--- src/hw/lism_defines.vh ---
// Constants for the link initialisation state machine
`ifndef LISM_DEFINES_VH
`define LISM_DEFINES_VH
// Timing, in ns, and the local clock period
`define LISM_CLK_NS        10
`define LISM_T_ERST_NS     6400
`define LISM_T_EWAIT_NS    12800
`define LISM_T_TOUT_NS     12800
`define LISM_CNT_W         12
// Pin front end: two pins, two sync stages, arming count saturates at three
`define LISM_PIN_N         2
`define LISM_SYNC_N        2
`define LISM_ARM_W         2
`define LISM_ARM_FULL      2'h3
// One-hot state codes and their bit positions
`define LISM_ST_W          6
`define LISM_B_ERST        0
`define LISM_B_EWAIT       1
`define LISM_B_READY       2
`define LISM_B_STARTED     3
`define LISM_B_CONN        4
`define LISM_B_RUN         5
`define LISM_S_ERST        6'h01
`define LISM_S_EWAIT       6'h02
`define LISM_S_READY       6'h04
`define LISM_S_STARTED     6'h08
`define LISM_S_CONN        6'h10
`define LISM_S_RUN         6'h20
`endif

--- src/hw/lism_link_fsm.v ---
// Exchange-level link initialisation and recovery state machine
`timescale 1ns/100ps
`include "lism_defines.vh"

// Priority inside one cycle: reset command, then errors, then token advances,
// then timeouts. A token on the last cycle of Started or Connecting therefore
// still advances instead of timing out.
// Limitation: the enable guard is watched only in Ready and Run; dropping it in
// Started or Connecting is left to those states' own timeouts.
// The timeout counts must fit CNT_W; the defaults fit in twelve bits.
// Pin edges only mark the first bit; decoding of tokens happens elsewhere.
module lism_link_fsm #(
  parameter integer CLK_NS    = `LISM_CLK_NS,
  parameter integer ERST_CYC  = (`LISM_T_ERST_NS + CLK_NS - 1) / CLK_NS,
  parameter integer EWAIT_CYC = (`LISM_T_EWAIT_NS + CLK_NS - 1) / CLK_NS,
  parameter integer TOUT_CYC  = `LISM_T_TOUT_NS / CLK_NS,
  parameter integer CNT_W     = `LISM_CNT_W
) (
  input  wire                   clk_i,
  input  wire                   srst_i,
  input  wire                   ce_i,
  input  wire                   link_enable_i,
  input  wire                   reset_cmd_i,
  input  wire                   data_pin_i,
  input  wire                   strobe_pin_i,
  input  wire                   got_null_i,
  input  wire                   got_fct_i,
  input  wire                   got_nchar_i,
  input  wire                   got_tcode_i,
  input  wire                   parity_err_i,
  input  wire                   escape_err_i,
  input  wire                   disc_err_i,
  input  wire                   credit_err_i,
  input  wire                   pkt_active_i,
  output reg  [`LISM_ST_W-1:0]  state_o,
  output reg                    rx_enable_o,
  output reg                    tx_enable_o,
  output reg                    tx_fct_ok_o,
  output reg                    run_o,
  output reg                    first_bit_o,
  output reg                    first_null_o,
  output reg                    null_tout_o,
  output reg                    fct_tout_o,
  output reg                    link_err_o,
  output reg                    eep_req_o
);

  // State codes
  localparam [`LISM_ST_W-1:0] S_ERST    = `LISM_S_ERST;
  localparam [`LISM_ST_W-1:0] S_EWAIT   = `LISM_S_EWAIT;
  localparam [`LISM_ST_W-1:0] S_READY   = `LISM_S_READY;
  localparam [`LISM_ST_W-1:0] S_STARTED = `LISM_S_STARTED;
  localparam [`LISM_ST_W-1:0] S_CONN    = `LISM_S_CONN;
  localparam [`LISM_ST_W-1:0] S_RUN     = `LISM_S_RUN;

  // Terminal counts, worked out wide and then cut to the counter width
  localparam integer     ERST_LAST_I  = ERST_CYC - 1;
  localparam integer     EWAIT_LAST_I = EWAIT_CYC - 1;
  localparam integer     TOUT_LAST_I  = TOUT_CYC - 1;
  localparam [CNT_W-1:0] ERST_LAST  = ERST_LAST_I[CNT_W-1:0];
  localparam [CNT_W-1:0] EWAIT_LAST = EWAIT_LAST_I[CNT_W-1:0];
  localparam [CNT_W-1:0] TOUT_LAST  = TOUT_LAST_I[CNT_W-1:0];
  localparam [CNT_W-1:0] CNT_ZERO   = {CNT_W{1'b0}};
  localparam [CNT_W-1:0] CNT_ONE    = {{(CNT_W-1){1'b0}}, 1'b1};

  // Pin front end sizes
  localparam integer     PIN_N    = `LISM_PIN_N;
  localparam integer     SYNC_N   = `LISM_SYNC_N;
  localparam integer     ARM_W    = `LISM_ARM_W;
  localparam [ARM_W-1:0] ARM_FULL = `LISM_ARM_FULL;
  localparam [ARM_W-1:0] ARM_ZERO = {ARM_W{1'b0}};
  localparam [ARM_W-1:0] ARM_ONE  = {{(ARM_W-1){1'b0}}, 1'b1};

  // State, timer and receive history
  reg  [`LISM_ST_W-1:0] state_reg;
  reg  [`LISM_ST_W-1:0] state_next;
  reg  [CNT_W-1:0]      cnt_reg;
  reg  [CNT_W-1:0]      cnt_next;
  reg                   first_bit_reg;
  reg                   first_bit_next;
  reg                   first_null_reg;
  reg                   first_null_next;
  reg                   null_tout_next;
  reg                   fct_tout_next;
  reg                   link_err_next;

  // Pin synchronisers: stage one of each feeds only stage two
  wire [PIN_N-1:0]      pin_raw;
  wire [PIN_N-1:0]      pin_sync;
  wire [PIN_N-1:0]      pin_chg;
  reg  [PIN_N-1:0]      pin_last_reg;
  reg  [ARM_W-1:0]      arm_reg;
  wire [ARM_W-1:0]      arm_next;
  wire                  arm_full;
  wire                  pin_edge;

  wire                  early_err;
  wire                  conn_err;
  wire                  run_err;
  wire                  tmr_erst;
  wire                  tmr_ewait;
  wire                  tmr_tout;

  // Pins packed in a fixed order so one loop serves both
  assign pin_raw = {strobe_pin_i, data_pin_i};

  // Two flops per pin; a pin may change at any moment against clk_i
  genvar gi;
  generate
    for (gi = 0; gi < PIN_N; gi = gi + 1) begin : g_pin
      reg [SYNC_N-1:0] sync_reg;
      always @(posedge clk_i) begin
        if (srst_i) begin
          sync_reg <= {SYNC_N{1'b0}};
        end else if (ce_i) begin
          sync_reg <= {sync_reg[SYNC_N-2:0], pin_raw[gi]};
        end
      end
      assign pin_sync[gi] = sync_reg[SYNC_N-1];
    end
  endgenerate

  // Previous settled level and an arming count: the stages leave reset at zero,
  // so the first settled levels after reset must not be taken for a bit
  always @(posedge clk_i) begin
    if (srst_i) begin
      pin_last_reg <= {PIN_N{1'b0}};
      arm_reg      <= ARM_ZERO;
    end else if (ce_i) begin
      pin_last_reg <= pin_sync;
      arm_reg      <= arm_next;
    end
  end

  // Arming saturates once the whole pipeline holds real pin samples
  assign arm_full = (arm_reg == ARM_FULL);
  assign arm_next = arm_full ? arm_reg : arm_reg + ARM_ONE;

  // Any settled transition on data or strobe means a bit has arrived
  assign pin_chg  = pin_sync ^ pin_last_reg;
  assign pin_edge = arm_full & (|pin_chg);

  // Qualified error exits of ErrorWait, Ready and Started
  assign early_err = (first_bit_reg & disc_err_i) |
                     (first_null_reg & (parity_err_i | escape_err_i |
                      got_fct_i | got_nchar_i | got_tcode_i));

  // Connecting needs no qualifier: a NULL was already seen
  assign conn_err = disc_err_i | parity_err_i | escape_err_i |
                    got_nchar_i | got_tcode_i;

  // Run adds credit errors and loss of the enable guard
  assign run_err = disc_err_i | parity_err_i | escape_err_i |
                   credit_err_i | ~link_enable_i;

  // Timer flags; the counter is zero on the first cycle in a state
  assign tmr_erst  = (cnt_reg == ERST_LAST);
  assign tmr_ewait = (cnt_reg == EWAIT_LAST);
  assign tmr_tout  = (cnt_reg == TOUT_LAST);

  // Next state; reset command outranks everything, errors outrank timers
  always @* begin
    state_next     = state_reg;
    null_tout_next = 1'b0;
    fct_tout_next  = 1'b0;
    link_err_next  = 1'b0;
    if (reset_cmd_i) begin
      state_next = S_ERST;
    end else begin
      case (state_reg)
        S_ERST: begin
          if (tmr_erst) begin
            state_next = S_EWAIT;
          end
        end
        S_EWAIT: begin
          if (early_err) begin
            state_next    = S_ERST;
            link_err_next = 1'b1;
          end else if (tmr_ewait) begin
            state_next = S_READY;
          end
        end
        S_READY: begin
          // Transmitter stays silent here, so an early disconnect just resets
          if (early_err) begin
            state_next    = S_ERST;
            link_err_next = 1'b1;
          end else if (link_enable_i) begin
            state_next = S_STARTED;
          end
        end
        S_STARTED: begin
          if (early_err) begin
            state_next    = S_ERST;
            link_err_next = 1'b1;
          end else if (got_null_i) begin
            state_next = S_CONN;
          end else if (tmr_tout) begin
            state_next     = S_ERST;
            null_tout_next = 1'b1;
          end
        end
        S_CONN: begin
          if (conn_err) begin
            state_next    = S_ERST;
            link_err_next = 1'b1;
          end else if (got_fct_i) begin
            state_next = S_RUN;
          end else if (tmr_tout) begin
            state_next    = S_ERST;
            fct_tout_next = 1'b1;
          end
        end
        S_RUN: begin
          if (run_err) begin
            state_next    = S_ERST;
            link_err_next = 1'b1;
          end
        end
        default: begin
          state_next = S_ERST;
        end
      endcase
    end
  end

  // Timer restarts whenever the state changes, so each state sees a fresh count
  always @* begin
    if (state_next != state_reg) begin
      cnt_next = CNT_ZERO;
    end else if (state_reg[`LISM_B_READY] | state_reg[`LISM_B_RUN]) begin
      // No timer in Ready or Run; holding zero keeps the count from wrapping
      cnt_next = CNT_ZERO;
    end else begin
      cnt_next = cnt_reg + CNT_ONE;
    end
  end

  // Receive history flags, wiped whenever the link is sent back to reset
  always @* begin
    first_bit_next  = first_bit_reg;
    first_null_next = first_null_reg;
    if (state_next[`LISM_B_ERST]) begin
      first_bit_next  = 1'b0;
      first_null_next = 1'b0;
    end else begin
      if (pin_edge | got_null_i) begin
        first_bit_next = 1'b1;
      end
      if (got_null_i) begin
        first_null_next = 1'b1;
      end
    end
  end

  // State, timer and flags; reset lands in ErrorReset
  always @(posedge clk_i) begin
    if (srst_i) begin
      state_reg      <= S_ERST;
      cnt_reg        <= CNT_ZERO;
      first_bit_reg  <= 1'b0;
      first_null_reg <= 1'b0;
    end else if (ce_i) begin
      state_reg      <= state_next;
      cnt_reg        <= cnt_next;
      first_bit_reg  <= first_bit_next;
      first_null_reg <= first_null_next;
    end
  end

  // Registered outputs follow the next state so they line up with state_o
  always @(posedge clk_i) begin
    if (srst_i) begin
      state_o      <= S_ERST;
      rx_enable_o  <= 1'b0;
      tx_enable_o  <= 1'b0;
      tx_fct_ok_o  <= 1'b0;
      run_o        <= 1'b0;
      first_bit_o  <= 1'b0;
      first_null_o <= 1'b0;
      null_tout_o  <= 1'b0;
      fct_tout_o   <= 1'b0;
      link_err_o   <= 1'b0;
      eep_req_o    <= 1'b0;
    end else if (ce_i) begin
      state_o      <= state_next;
      rx_enable_o  <= ~state_next[`LISM_B_ERST];
      // NULLs only go out once started; early states never drive the line
      tx_enable_o  <= state_next[`LISM_B_STARTED] | state_next[`LISM_B_CONN] |
                      state_next[`LISM_B_RUN];
      tx_fct_ok_o  <= state_next[`LISM_B_CONN] | state_next[`LISM_B_RUN];
      run_o        <= state_next[`LISM_B_RUN];
      first_bit_o  <= first_bit_next;
      first_null_o <= first_null_next;
      null_tout_o  <= null_tout_next;
      fct_tout_o   <= fct_tout_next;
      // Timeouts count as link errors, so the user watches one error strobe
      link_err_o   <= link_err_next | null_tout_next | fct_tout_next;
      // A packet cut by a link failure in Run must be closed with an error marker
      eep_req_o    <= state_reg[`LISM_B_RUN] & state_next[`LISM_B_ERST] &
                      pkt_active_i & ~reset_cmd_i;
    end
  end

endmodule // lism_link_fsm

--- config.mk ---
export PLATFORM = sky130hd
export DESIGN_NAME = lism_link_fsm
export DESIGN_NICKNAME = d
export VERILOG_FILES = /design/src/hw/lism_link_fsm.v
export VERILOG_INCLUDE_DIRS = /design/src /design/src/hw
export SDC_FILE = /design/constraint.sdc
export NUM_CORES = 1
export LEC_CHECK = 0
export ABC_AREA = 1
export BUFFER_PORTS_ARGS = -buffer_cell sky130_fd_sc_hd__clkbuf_2
export CORE_MARGIN = 1.5
export CORE_UTILIZATION = 51
export DETAILED_ROUTE_END_ITERATION = 16
export MAX_ROUTING_LAYER = met4
export PLACE_DENSITY = 0.84
export SETUP_SLACK_MARGIN = 0.3
export SYNTH_ARGS = -nofsm -noshare
export SYNTH_HDL_FRONTEND = slang
export SYNTH_SLANG_ARGS = --single-unit
--- constraint.sdc ---
create_clock -name clk_i -period 1.75 [get_ports clk_i]
set_input_delay 0.0875 -clock clk_i [delete_from_list [all_inputs] [get_ports clk_i]]
set_output_delay 0.0875 -clock clk_i [all_outputs]
set_load 0.02 [all_outputs]
==> metrics.txt <==
yosys warns 0; # IOs 32; Clock Latency Late Sink 0.30 ns; Cells after Synth 328; synthesized cell area 0.002211 sq mm; largest net degree at the start of global routing 22; max reg flops 12; final worst path period need 2.184 ns; r2r setup slk -0.43 ns; clock skew after layout 0.005836 ns; Antenna Violating Nets Remaining 0; Clock Pin Slew Worst Setup and Hold Paths 0.08 ns; Mean Syn Cell Area 6.740 sq um; Diodes inserted 0; status finished, violations left; final hold vios 0; GR Overflow Total 0; vias per cell 5.817; syn_nets 346; Util after Layout 0.7633; Core Rows 23; share of layout cells above drive strength 1 0.4073; Layout Cells excl Fill 460; post-synth top area share 0.3169; # DRC 0; Die X-Extent 68.84 microns; Yosys reg bits 35; post-synthesis cell type count 34; Via Count 2676; TritonCTS Buffers 5; fill cell total of the finished layout 277; die area 0.004739 sq mm; Root Driver clkbuf_8; mean routed wirelength per cell 16.41 microns; PnR worst setup slack -0.4344 ns; WL final 7550 microns; IO buf count 31; hold buffer count at cts 0; nets@finish 427; crit path kind reg2reg; count of final max-slew check failures 0; Fmax 457.8 MHz; Slew HR 0.7043; failing checks negative setup slack; first-pass GRT wire length 10990 microns; initial antenna violation count 0; Max Cap Viol 0; Place WS -0.2073 ns; First-pass DRT Iterations 5; Final Power 2.023 mW; crit path launch type flip-flop; initial core utilization 0.5410; Setup violations, final 21; largest cells by area after synthesis dfxtp_1 (32%), nand2_1 (11%), nor2_1 (8.0%); Static Leak 1.386 nW; Pwr Density 648.5 mW/mm^2; WP data required 1.96 ns; CTS max path bufs 2; P&R area growth vs syn 41.09%; Final Cycle Share 1.248; die height 68.84 microns; H-tree Lvls 2; Placer Congestion 0.9651; gr usage total 0.3268; CP arrival 2.39 ns; CP Capture Type flip-flop; post-synth top area cell dfxtp_1; vias in the first global route 2318; clock sinks 35; critical path fanouts, max 6; Slew @ Worst Pin 0.4425 ns; RSZ-0062 raised after global routing true; Worst Hold Class in2reg; maximum VDD drop 0.0005294 V; hpwl dp 4390 microns; CORE AREA 0.004086 sq mm; sequential area share after synthesis 0.3169; CTS tree built; Initial DRC Count 392; hold_ws 0.01668 ns; DP Cell Count 442
-- cell usage in the layout (no fill, tap or decap), types with 3 or more instances in the layout --
master,instances
nor3_1,4
buf_6,5
nor2_2,10
clkbuf_8,5
nand3_1,18
o21ai_0,9
nand2_1,59
nand4_1,20
nor2_1,42
buf_4,49
a31oi_1,3
dfxtp_2,7
nor3b_1,3
xor2_1,6
inv_2,5
nor2_4,7
clkbuf_2,31
a21oi_2,7
nand2_2,13
nand2_4,5
nand3_4,3
dfxtp_1,26
inv_1,23
a21oi_1,20
nand3_2,7
-- power by group --
group	switching [mW]	total [mW]	internal [mW]
registers	0.0194	0.836	0.817
logic	0.173	0.286	0.114
clock network	0.331	0.901	0.569
-- critical path: stages (launching register included) --
cell and delay (ns):
dfxtp_2 0.38, ha_4 0.19, nand3_4 0.10, nor3_4 0.15, nand2_1 0.10, nand2_1 0.08, nand2_1 0.06, nor2_2 0.15
nand3_2 0.10, nand2_2 0.07, nand2_2 0.06, nor2_4 0.17, clkbuf_16 0.17, nand4_1 0.09, a21oi_1 0.22
-- what timing repair did --
action	4_1_cts	5_1_grt
resized for setup	16	21
setup buffers	6	3
pin swaps	6	12
cloned	0	1
endpoints found under the setup margin	26	27
-- synthesized netlist by cell type (all sizes together) --
cell type    instances
nand2               77
nor2                59
dfxtp               35
inv                 28
nand3               28
a21oi               27
nand4               20
o21ai               12
clkbuf               7
buf                  6
nor3                 6
xor2                 6
a31oi                3
nor3b                3
or2                  3
clkinv               2
ha                   2
o211ai               2
a32oi                1
dlygate4sd1          1
-- worst paths after layout --
check             cells after the start         from                    to
setup / recovery                     14   cnt_reg[1]            cnt_reg[5]
hold reg to reg                       2  null_tout_o           null_tout_o
hold / removal                        3   data_pin_i  g_pin[0].sync_reg[0]
setup reg to reg                     14   cnt_reg[1]            cnt_reg[5]
-- kinds of logic (layout without fill, tap and decap cells) --
group,count (synthesis),after routing,share of synthesized area
fa+ha+maj,2,2,0.01132
buf+inv,44,126,0.09394
flops,35,35,0.3169
compound gates,45,45,0.1109
simple gates,196,196,0.4431
xor+xnor,6,6,0.02377
-- metal layers --
layer | part of all wire | global-route usage | up-vias
li1 | - | - | 1244
met1 | 0.39 | 0.3974 | 1234
met2 | 0.49 | 0.5252 | 171
met3 | 0.099 | 0.07792 | 27
met4 | 0.030 | 0.1250 | 0
met5 | 0 | - | -
-- metrics by stage --
| step | TNS [ns] | cell area (sq um) |
|---|---|---|
| CTS | -2.281 | 2984 |
| global placement | -2.076 | 2734 |
| global route | -6.246 | 3119 |
| floorplan | 0 | 2253 |
| detailed placement | -2.219 | 2734 |
| finish | -4.395 | 3119 |
-- final cells by class --
cell class	count	area, sq um	area share
well taps	50	62.56	0.02006
multi-input cells	249	1448	0.4641
repair buffers	88	644.4	0.2066
flip-flops and latches	35	716.9	0.2298
inverters	30	112.6	0.03610
clock inverters	3	66.31	0.02126
clock buffers	5	68.82	0.02206
Note: power is estimated with default switching activity, not from simulation.
